$ cat config.mk
export PLATFORM = sky130hd
export DESIGN_NAME = reset_strap_capture
export DESIGN_NICKNAME = d
export VERILOG_FILES = /design/src/hdl/strap_pkg.sv /design/src/hdl/reset_strap_capture.sv /design/src/hdl/pin_sync3.sv /design/src/hdl/apb_slave.sv
export VERILOG_INCLUDE_DIRS = /design/src /design/src/hdl
export SDC_FILE = /design/constraint.sdc
export NUM_CORES = 1
export LEC_CHECK = 0
export BUFFER_PORTS_ARGS = -buffer_cell sky130_fd_sc_hd__buf_2
export CORE_MARGIN = 2
export CORE_UTILIZATION = 50
export DETAILED_ROUTE_END_ITERATION = 6
export GPL_TIMING_DRIVEN = 0
export HOLD_SLACK_MARGIN = 0.15
export PLACE_DENSITY = 0.71
export SLEW_MARGIN = 20
export SYNTH_ARGS = -nofsm -noshare
export SYNTH_HDL_FRONTEND = slang
export SYNTH_HIERARCHICAL = 1
export SYNTH_SLANG_ARGS = --single-unit
export TNS_END_PERCENT = 100
$ cat constraint.sdc
create_clock -name clk_sys -period 2.95 [get_ports clk_sys]
set_clock_uncertainty 0.15 [all_clocks]
set_input_delay 0 -clock clk_sys [delete_from_list [all_inputs] [get_ports clk_sys]]
set_output_delay 0 -clock clk_sys [all_outputs]
set_load 0.01 [all_outputs]
$ cat src/hdl/strap_map.svh
`ifndef STRAP_MAP_SVH
`define STRAP_MAP_SVH
// register indexes as printed; byte address is four times the index
`define IDX_DRAM_LOW        8'h4A
`define IDX_DRAM_HIGH       8'h4B
`define IDX_MISC_CLOCK      8'h4C
`define IDX_HOST_PLL        8'h5F
// field positions
`define MISC_WR_BIT         4
`define MISC_PCI_DIV_BIT    1
`define MISC_LINE23_BIT     5
`define LOW_PIN_FN_BIT      0
`define PLL_LSB             3
// strap line positions on the memory data bus
`define LINE_MISC_LSB       16
`define LINE_MISC23         23
`define LINE_PLL_LSB        24
`define LINE_CORE_MUL       40
// reset values before capture
`define STRAP_RST           8'h00
`endif

$ cat src/hdl/strap_pkg.sv
package strap_pkg;
    // capture sequencer states
    typedef enum logic [1:0] {ST_SAMPLE, ST_HELD} cap_state_type;
    // host clock selection codes
    typedef enum logic [2:0] {
        HCLK_25, HCLK_33, HCLK_40, HCLK_50,
        HCLK_60, HCLK_66, HCLK_75, HCLK_80
    } hclk_sel_type;
endpackage : strap_pkg

$ cat src/hdl/reset_strap_capture.sv
// The implementer's own choice: register access over APB.
`timescale 1ns/1ps
`include "strap_map.svh"
module reset_strap_capture
    import strap_pkg::*;
#(
    parameter int MD_W = 44
) (
    input  wire logic             clk_sys,
    input  wire logic             rst_n,
    input  wire logic             clk_en,
    input  wire logic             sys_reset_n,
    input  wire logic [MD_W-1:0]  memory_data_lines,
    input  wire logic             psel,
    input  wire logic             penable,
    input  wire logic             pwrite,
    input  wire logic [11:0]      paddr,
    input  wire logic [31:0]      pwdata,
    input  wire logic [3:0]       pstrb,
    output logic                  pready,
    output logic                  pslverr,
    output logic [31:0]           prdata,
    output logic                  isa_low_mem_write_strobe,
    output logic                  pci_clock_div3,
    output hclk_sel_type          host_clock_sel,
    output logic                  core_clock_double,
    output logic                  straps_valid
);
    logic [MD_W-1:0] md_sync;       // filtered strap lines
    logic            rst_sync;      // filtered system reset level
    logic [7:0]      low_q;         // dram low banks register
    logic [7:0]      high_q;        // dram high banks register
    logic [7:0]      misc_q;        // misc clock strap register
    logic [7:0]      pll_q;         // host pll strap register
    logic            core_q;        // core multiplier strap
    cap_state_type   state_q;       // capture sequencer
    logic            acc_wr;        // register write strobe
    logic [7:0]      acc_idx;       // register index
    logic [7:0]      acc_wbyte;     // write data byte
    logic [7:0]      rd_byte;       // selected read byte
    logic            rd_hit;        // index maps to a register

    // strap lines and system reset come from pins
    pin_sync3 #(.W(MD_W + 1)) u_sync (
        .clk_sys (clk_sys),
        .rst_n   (rst_n),
        .clk_en  (clk_en),
        .pin_in  ({sys_reset_n, memory_data_lines}),
        .pin_out ({rst_sync, md_sync})
    );

    apb_slave u_apb (
        .clk_sys   (clk_sys),
        .rst_n     (rst_n),
        .clk_en    (clk_en),
        .psel      (psel),
        .penable   (penable),
        .pwrite    (pwrite),
        .paddr     (paddr),
        .pwdata    (pwdata),
        .pstrb     (pstrb),
        .rd_byte   (rd_byte),
        .rd_hit    (rd_hit),
        .acc_wr    (acc_wr),
        .acc_idx   (acc_idx),
        .acc_wbyte (acc_wbyte),
        .pready    (pready),
        .pslverr   (pslverr),
        .prdata    (prdata)
    );

    // sequencer: sample while system reset low, hold after
    // sample then hold
    always_ff @(posedge clk_sys) begin
        if (!rst_n) begin
            state_q <= ST_SAMPLE;
        end else if (clk_en) begin
            unique case (state_q)
                ST_SAMPLE: if (rst_sync) state_q <= ST_HELD;
                ST_HELD:   if (!rst_sync) state_q <= ST_SAMPLE;
                // unused codes fall back to sampling
                default:   state_q <= ST_SAMPLE;
            endcase
        end
    end

    // low and high dram banks: plain mirrors of lines 15..0
    // low and high bank capture
    always_ff @(posedge clk_sys) begin
        if (!rst_n) begin
            low_q  <= `STRAP_RST;
            high_q <= `STRAP_RST;
        end else if (clk_en && state_q == ST_SAMPLE) begin
            low_q  <= md_sync[7:0];
            high_q <= md_sync[15:8];
        end
    end

    // misc register: capture, then software may write bit 4
    // misc capture
    always_ff @(posedge clk_sys) begin
        if (!rst_n) begin
            misc_q <= `STRAP_RST;
        end else if (clk_en) begin
            if (state_q == ST_SAMPLE) begin
                misc_q <= {2'b00, md_sync[`LINE_MISC23],
                           md_sync[`LINE_MISC_LSB +: 5]};
            end else if (acc_wr && acc_idx == `IDX_MISC_CLOCK) begin
                misc_q[`MISC_WR_BIT] <= acc_wbyte[`MISC_WR_BIT];
            end
        end
    end

    // pll register mirrors lines 26..21, core strap line 40
    // pll capture
    always_ff @(posedge clk_sys) begin
        if (!rst_n) begin
            pll_q  <= `STRAP_RST;
            core_q <= 1'b0;
        end else if (clk_en && state_q == ST_SAMPLE) begin
            pll_q  <= {2'b00, md_sync[26:21]};
            core_q <= md_sync[`LINE_CORE_MUL];
        end
    end

    // read mux; of the dram bits only low bit 0 feeds anything else (the pin function output)
    // read only
    always_comb begin
        rd_hit  = 1'b1;
        rd_byte = 8'h00;
        unique case (acc_idx)
            `IDX_DRAM_LOW:   rd_byte = low_q;
            `IDX_DRAM_HIGH:  rd_byte = high_q;
            `IDX_MISC_CLOCK: rd_byte = misc_q;
            `IDX_HOST_PLL:   rd_byte = pll_q;
            default:         rd_hit  = 1'b0;
        endcase
    end

    // function selects, registered outputs
    // pin function
    always_ff @(posedge clk_sys) begin
        if (!rst_n) begin
            isa_low_mem_write_strobe <= 1'b0;
            pci_clock_div3           <= 1'b0;
            host_clock_sel           <= HCLK_25;
            core_clock_double        <= 1'b0;
            straps_valid             <= 1'b0;
        end else if (clk_en) begin
            isa_low_mem_write_strobe <= low_q[`LOW_PIN_FN_BIT];
            pci_clock_div3           <= misc_q[`MISC_PCI_DIV_BIT];
            host_clock_sel  <= hclk_sel_type'(pll_q[`PLL_LSB +: 3]);
            core_clock_double        <= core_q;
            straps_valid             <= (state_q == ST_HELD);
        end
    end
endmodule : reset_strap_capture

$ cat src/hdl/pin_sync3.sv
`timescale 1ns/1ps
// three-stage pin synchroniser; change accepted once stages 2 and 3 agree
module pin_sync3 #(
    parameter int W = 44
) (
    input  wire logic         clk_sys,
    input  wire logic         rst_n,
    input  wire logic         clk_en,
    input  wire logic [W-1:0] pin_in,
    output logic      [W-1:0] pin_out
);
    logic [W-1:0] s1_q;   // metastable stage
    logic [W-1:0] s2_q;   // second stage
    logic [W-1:0] s3_q;   // third stage

    // shift chain
    always_ff @(posedge clk_sys) begin
        if (!rst_n) begin
            s1_q <= '0;
            s2_q <= '0;
            s3_q <= '0;
        end else if (clk_en) begin
            s1_q <= pin_in;
            s2_q <= s1_q;
            s3_q <= s2_q;
        end
    end

    // per-bit agreement filter
    genvar i;
    generate
        for (i = 0; i < W; i++) begin : g_bit
            always_ff @(posedge clk_sys) begin
                if (!rst_n) begin
                    pin_out[i] <= 1'b0;
                end else if (clk_en && (s2_q[i] == s3_q[i])) begin
                    pin_out[i] <= s3_q[i];
                end
            end
        end
    endgenerate
endmodule : pin_sync3

$ cat src/hdl/apb_slave.sv
`timescale 1ns/1ps
// minimal one-wait apb slave front end
module apb_slave (
    input  wire logic        clk_sys,
    input  wire logic        rst_n,
    input  wire logic        clk_en,
    input  wire logic        psel,
    input  wire logic        penable,
    input  wire logic        pwrite,
    input  wire logic [11:0] paddr,
    input  wire logic [31:0] pwdata,
    input  wire logic [3:0]  pstrb,
    input  wire logic [7:0]  rd_byte,
    input  wire logic        rd_hit,
    output logic             acc_wr,
    output logic [7:0]       acc_idx,
    output logic [7:0]       acc_wbyte,
    output logic             pready,
    output logic             pslverr,
    output logic [31:0]      prdata
);
    logic acc_q;   // access phase accepted last cycle
    logic addr_ok; // aligned word inside the decoded window

    // upper address bits must be clear so registers do not alias
    assign addr_ok = rd_hit && (paddr[1:0] == 2'h0)
                     && (paddr[11:10] == 2'h0);

    // index from byte address
    assign acc_idx   = paddr[9:2];
    assign acc_wbyte = pwdata[7:0];
    // write fires at the edge ending the first access cycle, before pready, lane 0 only
    assign acc_wr    = psel && penable && pwrite && pstrb[0] && !acc_q
                       && clk_en && addr_ok;

    // one wait state: pready rises the cycle after access begins
    always_ff @(posedge clk_sys) begin
        if (!rst_n) begin
            acc_q   <= 1'b0;
            pready  <= 1'b0;
            pslverr <= 1'b0;
            prdata  <= 32'h0000_0000;
        end else if (clk_en) begin
            if (psel && penable && !acc_q) begin
                acc_q   <= 1'b1;
                pready  <= 1'b1;
                pslverr <= !addr_ok;
                prdata  <= (pwrite || !addr_ok) ? 32'h0000_0000
                                               : {24'h000000, rd_byte};
            end else begin
                acc_q   <= 1'b0;
                pready  <= 1'b0;
                pslverr <= 1'b0;
            end
        end
    end
endmodule : apb_slave

# Word level (Yosys, flattened, before mapping)
# Cells that the tools add are included.
dict set report word_totals {
  inputBits 99
  out_inout_bits 41
  reg_bits 236
}
dict set report classes {
  muxes 10
  n_eq_ne 36
  n_reduce_logical 52
}
# cell n
set ops {}
lappend ops {{$logic_and 1x1->1} 40}
lappend ops {{$eq 8x7->1 const B} 4}
lappend ops {{$pmux 8 s4} 1}
lappend ops {{$eq 1x1->1} 29}
lappend ops {{$mux 8} 1}
lappend ops {{$logic_not 2->1} 3}
lappend ops {{$reduce_and 2->1} 3}
lappend ops {{$mux 1} 5}
lappend ops {{$mux 2} 2}
lappend ops {{$pmux 2 s2} 1}
lappend ops {{$reduce_or 4->1} 1}
lappend ops {{$reduce_and 3->1} 1}
lappend ops {{$eq 2x1->1 const B} 1}
lappend ops {{$logic_not 1->1} 2}
lappend ops {{$ne 2x1->1 const B} 1}
lappend ops {{$ne 2x2->1 const B} 1}
lappend ops {{$reduce_bool 2->1} 1}
lappend ops {{$logic_or 1x1->1} 1}

# Logic depth before layout (Yosys ltp)
dict set report logic_depth {
  depth_word 9
  depth_mapped 10
  mapped_depth_nobuf 8
}

# Cells and area by module
# Netlist, hierarchy kept.
# mod area_each_um2 cells_each instances seq_area_each_um2
set by_module_without_submodules {}
lappend by_module_without_submodules {pin_sync3 7066.8 725 1 3603.5}
lappend by_module_without_submodules {reset_strap_capture 1632.8 187 1 720.7}
lappend by_module_without_submodules {apb_slave 734.5 89 1 200.2}

# Least setup slack after synthesis
# No wires, ideal clock.
dict set report synth_timing {
  path_type {input to register}
  from {input port paddr[3]}
  to {register misc_q[4]}
  setup_ns 0.079
  slack_ns 1.191
  arrival_time_ns 1.529
  stages 8
  path_cell_list {buf_4 -> or4b_4 -> a21oi_1 -> nand2_1 -> nor2_1 -> nand2_1 -> o311a_1 -> a211oi_2}
}
dict set report synth_via {
  elab_chain_cells 9
  word_cells_on_any_way 12
  cone_classes {4 x eq/ne; 1 x mux; 7 x reduce/logical}
}
# item line
set synth_lines {}
lappend synth_lines {{start, declared} reset_strap_capture.sv:17} ;# input wire logic [11:0] paddr,
lappend synth_lines {{$eq 8x7->1} reset_strap_capture.sv:131} ;# unique case (acc_idx)
lappend synth_lines {{$reduce_or 4->1 (no source line) *} n/a}
lappend synth_lines {{$mux 1 *} reset_strap_capture.sv:131}
lappend synth_lines {{via rd_hit} reset_strap_capture.sv:41} ;# logic rd_hit;
lappend synth_lines {{$logic_and 1x1->1 *} apb_slave.sv:26} ;# assign addr_ok = rd_hit && (paddr[1:0] == 2'h0)
lappend synth_lines {{$logic_and 1x1->1 *} apb_slave.sv:27} ;# && (paddr[11:10] == 2'h0);
lappend synth_lines {{$logic_and 1x1->1 *} apb_slave.sv:34} ;# && clk_en && addr_ok;
lappend synth_lines {{via acc_wr} reset_strap_capture.sv:37} ;# logic acc_wr;
lappend synth_lines {{$logic_and 1x1->1 (no source line) *} n/a}
lappend synth_lines {{$reduce_bool 2->1 (no source line) *} n/a}
lappend synth_lines {{$reduce_and 2->1 (no source line) *} n/a}
lappend synth_lines {{end signal, assigned} reset_strap_capture.sv:103} ;# misc_q <= `STRAP_RST;
lappend synth_lines {{end signal, assigned} reset_strap_capture.sv:106} ;# misc_q <= {2'b00, md_sync[`LINE_MISC23],
lappend synth_lines {{end signal, assigned by index} reset_strap_capture.sv:109} ;# misc_q[`MISC_WR_BIT] <= acc_wbyte[`MISC_WR_BIT];
lappend synth_lines {{end, declared} reset_strap_capture.sv:33} ;# logic [7:0] misc_q;
# The timed path passes the listed nets; every way through them passes the cells marked *.
# A chain may end at the register's enable or synchronous reset.

# Worst setup path in the final report
dict set report layout_timing {
  from {input port paddr[4]}
  to {register misc_q[4]}
}
# The elaborated chain is that of the path after synthesis.

==> impl_metrics.py <==
metrics = {
    "critical_path": {
        "cp_num_cells": 10,
        "critPathKind": "in -> reg",
        "cp-end-kind": "flip-flop",
        "regToRegSetupSlack_ns": 0.26,
        "cp_slowest_stage_delay_ns": 0.59,
        "reg2reg_to": "misc_q[4]",
        "arrival_ns": 2.96,
        "cp-start-kind": "input pin",
        "cp-endpoint": "misc_q[4]",
        "crit_path_cell_trace": "dlygate4sd3_1, buf_4, or4b_4, a21oi_2, nand2_1, nor2_2, nor3b_2, dlygate4sd3_1, a211oi_2, dlygate4sd3_1",
        "setup.worst_path.start": "paddr[4]",
        "worstPathRequired_ns": 3.11,
        "cpLargestDelayFamily": "buffers and inverters",
        "crit_path_frequent_cell": "dlygate4sd3_1",
        "slowest_stage": "dlygate4sd3_1",
        "r2r_start": "u_apb/pready",
        "crit_buf_inv": 4,
        "rr_worst_depth": 8,
        "path_max_fanout": 5,
    },
    "clock_network": {
        "cts_buffers": 17,
        "path_clk_slew_ns": 0.06,
        "max-clock-path-buffers": 2,
        "htreeDepth": 4,
        "cts_tree": "done",
        "worstSkewPairLatency_ns": 0.43,
        "clock-sinks": 162,
        "root_buffer": "clkbuf_16",
        "cts_setup_buffers": 0,
    },
    "placement": {
        "post-dp-hpwl_um": 10900,
        "port_buffers": 56,
        "gp_congestion": 0.781,
        "dp_slack_ns": 1.03,
        "place_inst": 1008,
    },
    "floorplanning": {
        "io-pin-count": 140,
        "start_util": 0.508,
        "die_y_um": 122,
        "core_area_mm2": 0.0137,
        "die_area_mm2": 0.0149,
        "die_w_um": 122,
        "row_count": 43,
    },
    "min_path": {
        "hold_path_class": "in -> reg",
    },
    "cells_and_area": {
        "layout_commonest_cell": "dfxtp_1",
        "drive_gt1_frac": 0.185,
        "antenna_cells": 0,
        "layout.cells.non_filler": 1084,
        "mostFrequentLayoutCells": "dfxtp_1 (162), mux2i_1 (102), nor2_1 (89), nand2_1 (86), buf_2 (81)",
        "syn2layout_area_growth_pct": 22.7,
        "nets": 992,
        "fillers": 1183,
        "multi_input_area_mm2": 0.00306,
        "seq_area_mm2": 0.00324,
    },
    "sta": {
        "period_needed_ns": 2.80,
        "finalSetupViolCount": 0,
        "rsz0062_at_grt": "no",
        "fin_setup_tns_ns": 0,
        "fmax_mhz": 357,
        "finalHoldViolCount": 0,
        "final.period_utilization": 0.949,
        "final_max_slew_viol_count": 0,
        "setup_ws_ns": 0.151,
    },
    "yosys": {
        "synthCells": 749,
        "synth.avg_cell_area_um2": 9.30,
        "ys_warn_count": 6,
        "netlist_area_mm2": 0.00697,
    },
    "routing": {
        "vias": 5418,
        "post_drt_wl_per_cell_um": 14.1,
        "drt-initial-drc-count": 430,
        "ant_nets": 0,
        "vias_per_cell": 5.00,
        "dr.pass1.iters": 6,
        "finalWirelength_um": 15300,
        "drc": 0,
    },
    "power_and_ir_drop": {
        "power_density_mw_per_mm2": 540,
        "power.leakage_uw": 0.00352,
        "vdd_drop_max_mv": 0.329,
    },
    "grt": {
        "grt_pass1_vias": 5134,
        "grt_use_met3": 0.0468,
        "grt_max_degree": 17,
        "grt.overflow.total": 0,
        "grt_pass1_wl_um": 25100,
        "grt.busiest_layer": "met2",
        "met2_usage": 0.352,
        "track_usage": 0.214,
        "grt_antenna_before_repair": 0,
        "met1_usage": 0.275,
    },
    "run_status": {
        "status": "completed",
    },
    "run": {
        "max_cap_violations": 0,
    },
}
[per-stage QoR]
stage | utilization | cell area [µm²] | total power [µW] | hold WS (ns)
2_1_floorplan | - | 7050 | 2590 | -0.00284
3_3_place_gp | 0.551 | 7560 | 2660 | 0.0806
3_5_place_dp | 0.551 | 7560 | 2680 | 0.0913
4_1_cts | 0.623 | 8540 | 4640 | 0.168
5_1_grt | 0.623 | 8550 | 4800 | 0.199
6_report | 0.623 | 8550 | 4620 | 0.182
[final cells by class]
class / instances / area share
Timing Repair Buffer: 102 / 0.0867
Inverter: 31 / 0.0136
Sequential cell: 162 / 0.380
Tap cell: 180 / 0.0264
Clock inverter: 5 / 0.00351
Multi-Input combinational cell: 486 / 0.358
Buffer: 93 / 0.0757
Clock buffer: 25 / 0.0568
[how the worst min path moves through the flow]
stage | from | slack [ns] | to | cells after the start
floorplan | memory_data_lines[0] | -0.003 | u_sync/s1_q[0] | 2
global placement | memory_data_lines[4] | 0.08 | u_sync/s1_q[4] | 3
detailed placement | memory_data_lines[21] | 0.09 | u_sync/s1_q[21] | 3
CTS | paddr[2] | 0.17 | u_apb/prdata[6] | 6
global route | paddr[2] | 0.20 | u_apb/prdata[6] | 6
finish | paddr[2] | 0.18 | u_apb/prdata[6] | 6
[tightest hold or removal path: cells and delay by family]
kind / cells / cell delay (ns)
buffers and inverters: 2 / 0.31
and+or+nand+nor: 2 / 0.14
muxes: 1 / 0.20
AOI/OAI and AO/OA: 1 / 0.06
[metal layers]
metal	vias to the layer above	wire, µm
met2	150	7080
met1	2479	7170
met5	-	0
met4	0	268
met3	22	771
li1	2767	-
[registers in the layout, indices dropped and copies added, names as in the netlist, 3 cells and up]
name,cells
u_apb/prdata,8
u_sync/s1_q,29
misc_q,5
u_sync/s3_q,29
low_q,8
pll_q,6
host_clock_sel,3
u_sync/pin_out,29
u_sync/s2_q,29
high_q,8
[power breakdown]
part / switching (µW) / internal, µW
registers: 36.2 / 2230
clock network: 808 / 1130
logic: 201 / 208
[repair_timing]
item,CTS,global route
hold buffers,47,0
endpoints found under the hold margin,77,0
setup endpoints to repair,0,1
resized for setup,0,3
(Power assumes the default switching activity.)
